`src/logic/hsc_cmd_pkg.sv`:
```
// constants for the counter command checker
package hsc_cmd_pkg;
  // widths
  localparam int CNT_W = 24;
  // command selector codes
  localparam logic [7:0] CMD_DISCRETE = 8'h00;
  localparam logic [7:0] CMD_RESET    = 8'h01;
  localparam logic [7:0] CMD_HOME     = 8'h04;
  localparam logic [7:0] CMD_CLR_PU   = 8'h06;
  localparam logic [7:0] CMD_UCL      = 8'h21;
  localparam logic [7:0] CMD_LCL      = 8'h22;
  localparam logic [7:0] CMD_TBASE    = 8'h23;
  localparam logic [7:0] CMD_OUT_PRE  = 8'h24;
  localparam logic [7:0] CMD_INT_PRE  = 8'h28;
  localparam logic [7:0] CMD_LOAD_ACC = 8'h20;
  // error numbers
  localparam logic [7:0] ERR_NONE     = 8'h00;
  localparam logic [7:0] ERR_HOME     = 8'h01;
  localparam logic [7:0] ERR_OUT_PRE  = 8'h07;
  localparam logic [7:0] ERR_INT_PRE  = 8'h0B;
  localparam logic [7:0] ERR_ACC      = 8'h13;
  localparam logic [7:0] ERR_UCL      = 8'h14;
  localparam logic [7:0] ERR_LCL      = 8'h15;
  localparam logic [7:0] ERR_TBASE    = 8'h16;
  localparam logic [7:0] ERR_PU       = 8'h17;
  localparam logic [7:0] ERR_IRAM     = 8'h18;
  localparam logic [7:0] ERR_XRAM     = 8'h19;
  localparam logic [7:0] ERR_ROM      = 8'h1A;
  localparam logic [7:0] ERR_SUPPLY   = 8'h1B;
  // limits
  localparam logic signed [24:0] UCL_MIN_SPAN = 25'sh0000080;
  localparam logic signed [24:0] LCL_MIN_SPAN = 25'sh000007F;
  localparam logic [23:0] TBASE_MIN = 24'h000001;
  localparam logic [23:0] TBASE_MAX = 24'h00FFFF;
  localparam logic [23:0] LCL_RESET = 24'h800000;
  localparam logic [23:0] UCL_RESET = 24'h7FFFFF;
  localparam logic [23:0] TBASE_RESET = 24'h000001;
  // status byte fields
  localparam int SB_HEART = 0;
  localparam int SB_PU    = 1;
  localparam int SB_EXT   = 2;
  localparam int SB_CNTEN = 3;
  localparam int SB_HOME  = 4;
  localparam int SB_TYPE  = 5;
  localparam logic [2:0] TYPE_ACC = 3'h0;
  localparam logic [2:0] TYPE_ERR = 3'h4;
  // discrete data bits
  localparam int DSC_OUT_EN = 0;
  localparam int DSC_CNT_EN = 1;
  // homing states
  typedef enum logic [2:0] {
    HOME_IDLE   = 3'b001,
    HOME_LIMIT  = 3'b010,
    HOME_MARKER = 3'b100
  } home_state_t;
endpackage

```
`src/logic/hsc_cmd_check.sv`:
```
// command validation, error reporting and homing for the counter
`timescale 1ns/100ps
module hsc_cmd_check #(
  parameter int CNT_W = hsc_cmd_pkg::CNT_W
) (
  // clock and reset
  input  wire logic             sys_clk,
  input  wire logic             resetn,
  // scan exchange from host
  input  wire logic             scan_strobe,
  input  wire logic [7:0]       command_selector,
  input  wire logic [CNT_W-1:0] cmd_data,
  // field inputs
  input  wire logic             count_pulse,
  input  wire logic             count_down,
  input  wire logic             limit_input,
  input  wire logic             marker_input,
  // health inputs
  input  wire logic             iram_fail,
  input  wire logic             xram_fail,
  input  wire logic             rom_fail,
  input  wire logic             ext_supply_bad,
  // answer to host
  output logic [7:0]            status_byte_field,
  output logic [CNT_W-1:0]      returned_data_bytes,
  output logic                  outputs_enabled
);

  if (CNT_W != 24) begin : g_width_check
    $error("CNT_W must be 24");
  end

  // ----------------------------------------------------------------
  // functions
  // ----------------------------------------------------------------
  function automatic logic in_range(input logic signed [23:0] v,
                                    input logic signed [23:0] lo,
                                    input logic signed [23:0] hi);
    in_range = (v >= lo) && (v <= hi);
  endfunction

  // ----------------------------------------------------------------
  // reset release
  // ----------------------------------------------------------------
  logic rst_meta_r;
  logic rst_n_r;
  always_ff @(posedge sys_clk or negedge resetn) begin
    if (!resetn) begin
      rst_meta_r <= 1'b0;
      rst_n_r    <= 1'b0;
    end else begin
      rst_meta_r <= 1'b1;
      rst_n_r    <= rst_meta_r;
    end
  end

  // ----------------------------------------------------------------
  // state
  // ----------------------------------------------------------------
  logic signed [23:0]      lcl_r;
  logic signed [23:0]      ucl_r;
  logic signed [23:0]      accum_r;
  logic signed [23:0]      home_val_r;
  logic        [23:0]      tbase_r;
  logic signed [23:0]      out_pre_r [4];
  logic signed [23:0]      int_pre_r [8];
  logic                    pu_flag_r;
  logic                    heart_r;
  logic                    dead_r;
  logic                    home_est_r;
  logic                    cnt_en_r;
  logic                    supply_d_r;
  logic [7:0]              pend_r;
  hsc_cmd_pkg::home_state_t home_r;

  // ----------------------------------------------------------------
  // command decode and checks
  // ----------------------------------------------------------------
  wire logic signed [23:0] dval     = cmd_data;
  wire logic [7:0]         cmd      = command_selector;
  wire logic               is_out   = (cmd[7:2] ==
                                       hsc_cmd_pkg::CMD_OUT_PRE[7:2]);
  wire logic               is_int   = (cmd[7:3] ==
                                       hsc_cmd_pkg::CMD_INT_PRE[7:3]);
  wire logic               dval_ok  = in_range(dval, lcl_r, ucl_r);
  wire logic signed [24:0] ucl_span = {dval[23], dval} -
                                      {lcl_r[23], lcl_r};
  wire logic signed [24:0] lcl_span = {ucl_r[23], ucl_r} -
                                      {dval[23], dval};
  wire logic               pu_exempt = (cmd == hsc_cmd_pkg::CMD_RESET) ||
                                       (cmd == hsc_cmd_pkg::CMD_CLR_PU);
  wire logic               supply_rise = ext_supply_bad && !supply_d_r;
  wire logic               diag_fail = iram_fail || xram_fail || rom_fail;
  logic [7:0]              cmd_err;

  always_comb begin
    cmd_err = hsc_cmd_pkg::ERR_NONE;
    if (pu_flag_r && !pu_exempt) begin
      cmd_err = hsc_cmd_pkg::ERR_PU;
    end else if (cmd == hsc_cmd_pkg::CMD_HOME) begin
      if (!dval_ok) cmd_err = hsc_cmd_pkg::ERR_HOME;
    end else if (is_out) begin
      if (!dval_ok) cmd_err = hsc_cmd_pkg::ERR_OUT_PRE + {6'h00, cmd[1:0]};
    end else if (is_int) begin
      if (!dval_ok) cmd_err = hsc_cmd_pkg::ERR_INT_PRE + {5'h00, cmd[2:0]};
    end else if (cmd == hsc_cmd_pkg::CMD_LOAD_ACC) begin
      if (!dval_ok) cmd_err = hsc_cmd_pkg::ERR_ACC;
    end else if (cmd == hsc_cmd_pkg::CMD_UCL) begin
      if (ucl_span < hsc_cmd_pkg::UCL_MIN_SPAN) cmd_err = hsc_cmd_pkg::ERR_UCL;
    end else if (cmd == hsc_cmd_pkg::CMD_LCL) begin
      if (lcl_span < hsc_cmd_pkg::LCL_MIN_SPAN) cmd_err = hsc_cmd_pkg::ERR_LCL;
    end else if (cmd == hsc_cmd_pkg::CMD_TBASE) begin
      if (cmd_data < hsc_cmd_pkg::TBASE_MIN ||
          cmd_data > hsc_cmd_pkg::TBASE_MAX)
        cmd_err = hsc_cmd_pkg::ERR_TBASE;
    end
  end

  wire logic       run_cmd  = scan_strobe && !dead_r &&
                              (cmd_err == hsc_cmd_pkg::ERR_NONE);
  wire logic       do_reset = supply_rise ||
                              (run_cmd && cmd == hsc_cmd_pkg::CMD_RESET);
  wire logic [7:0] diag_code = iram_fail ? hsc_cmd_pkg::ERR_IRAM :
                               xram_fail ? hsc_cmd_pkg::ERR_XRAM :
                                           hsc_cmd_pkg::ERR_ROM;
  wire logic [7:0] scan_err = (pend_r != hsc_cmd_pkg::ERR_NONE) ? pend_r :
                              (dead_r ? hsc_cmd_pkg::ERR_NONE : cmd_err);
  wire logic       homing   = (home_r != hsc_cmd_pkg::HOME_IDLE);
  wire logic       count_go = count_pulse && cnt_en_r && !homing && !dead_r;
  wire logic       true_home = (home_r == hsc_cmd_pkg::HOME_MARKER) &&
                               marker_input;

  // ----------------------------------------------------------------
  // pending event errors and health
  // ----------------------------------------------------------------
  always_ff @(posedge sys_clk or negedge rst_n_r) begin
    if (!rst_n_r) begin
      pend_r     <= hsc_cmd_pkg::ERR_NONE;
      dead_r     <= 1'b0;
      supply_d_r <= 1'b0;
      heart_r    <= 1'b0;
    end else begin
      supply_d_r <= ext_supply_bad;
      if (diag_fail && !dead_r) begin
        dead_r <= 1'b1;
        pend_r <= diag_code;
      end else if (supply_rise) begin
        pend_r <= hsc_cmd_pkg::ERR_SUPPLY;
      end else if (scan_strobe) begin
        pend_r <= hsc_cmd_pkg::ERR_NONE;
      end
      if (scan_strobe && !dead_r) heart_r <= !heart_r;
    end
  end

  // ----------------------------------------------------------------
  // configuration and power-up flag
  // ----------------------------------------------------------------
  always_ff @(posedge sys_clk or negedge rst_n_r) begin
    if (!rst_n_r) begin
      lcl_r     <= hsc_cmd_pkg::LCL_RESET;
      ucl_r     <= hsc_cmd_pkg::UCL_RESET;
      tbase_r   <= hsc_cmd_pkg::TBASE_RESET;
      pu_flag_r <= 1'b1;
      cnt_en_r  <= 1'b0;
      out_pre_r <= '{default: '0};
      int_pre_r <= '{default: '0};
    end else if (do_reset) begin
      lcl_r     <= hsc_cmd_pkg::LCL_RESET;
      ucl_r     <= hsc_cmd_pkg::UCL_RESET;
      tbase_r   <= hsc_cmd_pkg::TBASE_RESET;
      pu_flag_r <= 1'b1;
      cnt_en_r  <= 1'b0;
      out_pre_r <= '{default: '0};
      int_pre_r <= '{default: '0};
    end else if (run_cmd) begin
      if (cmd == hsc_cmd_pkg::CMD_CLR_PU) pu_flag_r <= 1'b0;
      if (cmd == hsc_cmd_pkg::CMD_UCL) ucl_r <= dval;
      if (cmd == hsc_cmd_pkg::CMD_LCL) lcl_r <= dval;
      if (cmd == hsc_cmd_pkg::CMD_TBASE) tbase_r <= cmd_data;
      if (is_out) out_pre_r[cmd[1:0]] <= dval;
      if (is_int) int_pre_r[cmd[2:0]] <= dval;
      if (cmd == hsc_cmd_pkg::CMD_DISCRETE)
        cnt_en_r <= cmd_data[hsc_cmd_pkg::DSC_CNT_EN];
    end
  end

  // ----------------------------------------------------------------
  // homing, accumulator, outputs enable
  // ----------------------------------------------------------------
  always_ff @(posedge sys_clk or negedge rst_n_r) begin
    if (!rst_n_r) begin
      home_r          <= hsc_cmd_pkg::HOME_IDLE;
      home_val_r      <= '0;
      home_est_r      <= 1'b0;
      accum_r         <= '0;
      outputs_enabled <= 1'b0;
    end else if (do_reset) begin
      home_r          <= hsc_cmd_pkg::HOME_IDLE;
      home_est_r      <= 1'b0;
      accum_r         <= '0;
      outputs_enabled <= 1'b0;
    end else begin
      if (run_cmd && cmd == hsc_cmd_pkg::CMD_HOME) begin
        home_r          <= hsc_cmd_pkg::HOME_LIMIT;
        home_val_r      <= dval;
        home_est_r      <= 1'b0;
        outputs_enabled <= 1'b0;
      end else begin
        case (home_r)
          hsc_cmd_pkg::HOME_IDLE: begin
            home_r <= hsc_cmd_pkg::HOME_IDLE;
          end
          hsc_cmd_pkg::HOME_LIMIT: begin
            if (limit_input) home_r <= hsc_cmd_pkg::HOME_MARKER;
          end
          hsc_cmd_pkg::HOME_MARKER: begin
            if (marker_input) home_r <= hsc_cmd_pkg::HOME_IDLE;
          end
          default: begin
            home_r <= hsc_cmd_pkg::HOME_IDLE;
          end
        endcase
        if (run_cmd && cmd == hsc_cmd_pkg::CMD_DISCRETE)
          outputs_enabled <= cmd_data[hsc_cmd_pkg::DSC_OUT_EN];
      end
      if (true_home) begin
        accum_r <= home_val_r;
      end else if (run_cmd && cmd == hsc_cmd_pkg::CMD_LOAD_ACC) begin
        accum_r <= dval;
      end else if (count_go) begin
        accum_r <= count_down ? accum_r - 24'sh000001 :
                                accum_r + 24'sh000001;
      end
      if (true_home || (run_cmd && cmd == hsc_cmd_pkg::CMD_LOAD_ACC))
        home_est_r <= 1'b1;
    end
  end

  // ----------------------------------------------------------------
  // returned status and data
  // ----------------------------------------------------------------
  wire logic       err_now  = (scan_err != hsc_cmd_pkg::ERR_NONE);
  wire logic [2:0] type_nxt = err_now ? hsc_cmd_pkg::TYPE_ERR :
                                        hsc_cmd_pkg::TYPE_ACC;

  always_ff @(posedge sys_clk or negedge rst_n_r) begin
    if (!rst_n_r) begin
      status_byte_field   <= 8'h02;
      returned_data_bytes <= '0;
    end else if (scan_strobe) begin
      status_byte_field <= {type_nxt, home_est_r, cnt_en_r, ext_supply_bad,
                            pu_flag_r || do_reset,
                            dead_r ? heart_r : !heart_r};
      returned_data_bytes <= err_now ? {16'h0000, scan_err} : accum_r;
    end
  end
endmodule // hsc_cmd_check

```
`config.mk`:
```
export PLATFORM = sky130hd
export DESIGN_NAME = hsc_cmd_check
export DESIGN_NICKNAME = d
export VERILOG_FILES = /design/src/logic/hsc_cmd_pkg.sv /design/src/logic/hsc_cmd_check.sv
export SDC_FILE = /design/constraint.sdc
export NUM_CORES = 1
export LEC_CHECK = 0
export ABC_AREA = 1
export ABC_CLOCK_PERIOD_IN_PS = 5180
export BUFFER_PORTS_ARGS = -buffer_cell sky130_fd_sc_hd__buf_4
export CORE_MARGIN = 2
export CORE_UTILIZATION = 55
export CTS_BUF_LIST = sky130_fd_sc_hd__clkbuf_8
export DETAILED_ROUTE_END_ITERATION = 8
export PLACE_DENSITY = 0.78
export SYNTH_ARGS = -nofsm -noshare
export SYNTH_HDL_FRONTEND = slang
export SYNTH_SLANG_ARGS = --single-unit
```
`constraint.sdc`:
```
create_clock -name sys_clk -period 5.18 [get_ports sys_clk]
set_input_delay 0 -clock sys_clk [delete_from_list [all_inputs] [get_ports sys_clk]]
set_output_delay 0 -clock sys_clk [all_outputs]
set_load 0.02 [all_outputs]
```
==> metrics.cfg <==
[synthesis]
avgSynthCellArea_sq_um=6.67
synth-xor-area-share_pct=2.03
yosys.area.top_type=dfrtp_1
synth-edff-count=0
synthMuxAreaShare_pct=0.179
ys_ff_latch=141
synth_fa_ha_area_share_pct=8.85
synth-seq-area-share_pct=31.8
synth_top_area_share_pct=25.5
synth_compound_area_share_pct=12.5
yosysWarnings=0
synth_top_family_by_area=simple AND/OR/NAND/NOR gates
syn_inst=1680
yosys.area_share.simple_pct=34.6
synth_common_cells=nand2_1, inv_1, nor2_1
synth.distinct_cells=49
async_flop_share_pct=100
ys_dominant_reg_cell=dfrtp_1
yosysMostFrequentCell=nand2_1
yosys-top-cells-area=dfrtp_1, nand2_1, ha_1
syn_area_sq_um=11200

[timing]
relSlewSlack_pct=31.3
final-setup-viol-count=0
rsz0062_at_grt=false
slew_violations=0
tightestPinTransition_ns=1.03
post-route-min-period_ns=4.27
fin_crit_sh_pct=82.5
timing.fmax_mhz=234
finalSetupTns_ns=0
finalHoldViolations=0
fin_skew_ns=0.0161

[die]
core_sq_um=20100
num_io_pins=76
die_area_sq_um=21500
num_rows=52
die_h_microns=147
die_width_microns=147
start_util_pct=55.7

[clock_tree]
cts_resized=0
clkSlewWorstSetupHoldPaths_ns=0.10
cts_sinks=141
cts_tree=done
cts.path.max_buffers=2
cts_root_buffer=clkbuf_8
cts_inserted_buffers=17
h-tree-depth=4
worstSkewPairLatency_ns=0.46
cts_setup_buffers=0
holdBufCountCts=37

[run]
drv_cap=0

[cells_and_area]
postLayoutCoreUtil_pct=63.0
antenna_cells=0
fillers=1818
final_cell_area_sq_um=12700
final_layout_size_suffix_gt1_share_pct=11.2
stdcell_count=2054
area.growth.synth_to_final_pct=13.0
nets=1892

[drt]
drt_pass1_iterations=5
drt_wl_total_microns=30700
drtIter0Drc=821
drc=0
wire_per_inst_microns=14.9
viasPerCell=5.38
via_count=11000
drtAntennaViolNets=0

[placed_design]
portBuffers=73
gp_congestion=0.948
dp_hpwl_microns=23400
place_area_sq_um=11900
place.detailed.instances=1985

[global_routing]
grt_max_degree=83
grt_pass1_wl_microns=50200
grt_usage_pct=28.9
antenna_found_initial=0
overflow=0
grt_pass1_vias=10100

[worst_hold_path]
hold_class=in2reg
min_to=pu_flag_r
hold_start=command_selector[5]
hold_depth=5

[critical_path]
cp_data_required_time_ns=5.55
timing.rr.start=ucl_r[0]
startpoint_type=flop
cp_max_fo=49
rrSetupSlack_ns=0.91
cp-end-kind=flop
worst-setup-path-type=reg2reg
worst-r2r-cell-count=25
cp.arrival_ns=4.64
reg2reg_to=lcl_r[2]

[pwr]
vdd_drop_max_mv=0.167
p_seq_share_pct=38.3
switching_power_mw=1.23
p_leak_nw=6.83
p_sw_share_pct=38.5
power_density_nw_per_um2=252
clkPwrFrac_pct=28.7
internal_power_mw=1.96
pwr-share-comb_pct=33.0

[run_status]
run_status=finished, final reports clean

==> worst max-delay path: stages (launching register included) <==
cell     delay, ns
dfstp_2       0.53
inv_1         0.05
ha_1          0.20
fa_1          0.37
inv_1         0.10
nand4_1       0.10
nand2_1       0.16
nand2_1       0.10
nand2_1       0.09
nand2_1       0.07
nand2_1       0.06
nand2_1       0.04
nand2_1       0.06
nand2_1       0.07
nor2_1        0.16
nand3_1       0.09
nand2_1       0.09
nand2_1       0.07
or2_1         0.24
nand4_1       0.12
a21oi_4       0.07
nand2_2       0.10
nand2_4       0.08
nand2_4       0.37
nand2_2       0.45
o21ai_0       0.34
==> cell families after synthesis <==
family	Yosys count
flops	141
other cells	2
buf+inv	271
fa+ha+maj	78
mux	2
compound gates	248
xor+xnor	26
simple gates	912
==> stage by stage <==
| step | power [mW] | hold WS (ns) | setup slack, ns |
|---|---|---|---|
| after floorplan | 1.97 | -0.296 | 1.01 |
| after global placement | 2.23 | -0.217 | 1.15 |
| after detailed placement | 2.25 | -0.216 | 1.00 |
| after CTS | 3.18 | 0.0142 | 0.983 |
| after global routing | 3.39 | 0.0642 | 0.495 |
| final | 3.18 | 0.0276 | 0.909 |
==> layout make-up <==
cell class | count | area [sq um] | share of cell area (%)
clock buffer | 17 | 234 | 1.85
multi-input combinational | 1269 | 6530 | 51.6
sequential | 141 | 3570 | 28.2
timing repair buffer | 115 | 956 | 7.55
inverter | 227 | 852 | 6.73
tap | 270 | 338 | 2.67
clock inverter | 15 | 176 | 1.39
==> placed cells by master (no fill, tap or decap), types with 22 or more instances in the layout <==
| cell | synthesis | routed |
|---|---|---|
| dfstp_2 | 27 | 27 |
| dfrtp_1 | 114 | 113 |
| inv_1 | 211 | 211 |
| o211ai_1 | 22 | 22 |
| a21oi_1 | 85 | 85 |
| nor2_1 | 140 | 140 |
| nand2_1 | 546 | 546 |
| o21ai_0 | 55 | 55 |
| nand4_1 | 31 | 31 |
| buf_4 | 6 | 78 |
| ha_1 | 76 | 76 |
| o21ai_1 | 55 | 55 |
| nand3_1 | 122 | 121 |
| dlygate4sd3_1 | 0 | 37 |
==> registers in the layout, indices dropped and copies added, names as in the netlist, 3 cells and up <==
| register | cells |
|---|---|
| home_val_r | 24 |
| returned_data_bytes | 24 |
| lcl_r | 24 |
| ucl_r | 24 |
| home_r | 3 |
| accum_r | 24 |
| pend_r | 3 |
| status_byte_field | 6 |
==> worst max path at each step <==
| stage | from | to | cells past startpoint |
|---|---|---|---|
| CTS | ucl_r[0] | lcl_r[2] | 27 |
| finish | ucl_r[0] | lcl_r[2] | 25 |
| global placement | ucl_r[0] | lcl_r[1] | 28 |
| global route | ucl_r[0] | lcl_r[23] | 29 |
| floorplan | rst_n_r | accum_r[0] | 0 |
| detailed placement | ucl_r[0] | lcl_r[2] | 27 |
==> layer usage <==
layer	vias up	routed length, microns	global-route usage, %
met2	364	13700	46.1
li1	5609	-	-
met5	-	0	0
met4	0	884	9.42
met1	5021	14000	39.9
met3	54	2070	5.34
==> power by group through the flow <==
stage | registers, mW | clock network, mW | logic, mW
finish | 1.22 | 0.915 | 1.05
CTS | 1.22 | 0.926 | 1.04
detailed placement | 1.24 | 0 | 1.01
floorplan | 1.25 | 0 | 0.719
global placement | 1.24 | 0 | 0.996
global route | 1.23 | 0.981 | 1.18
Note: power is estimated with default switching activity, not from simulation.
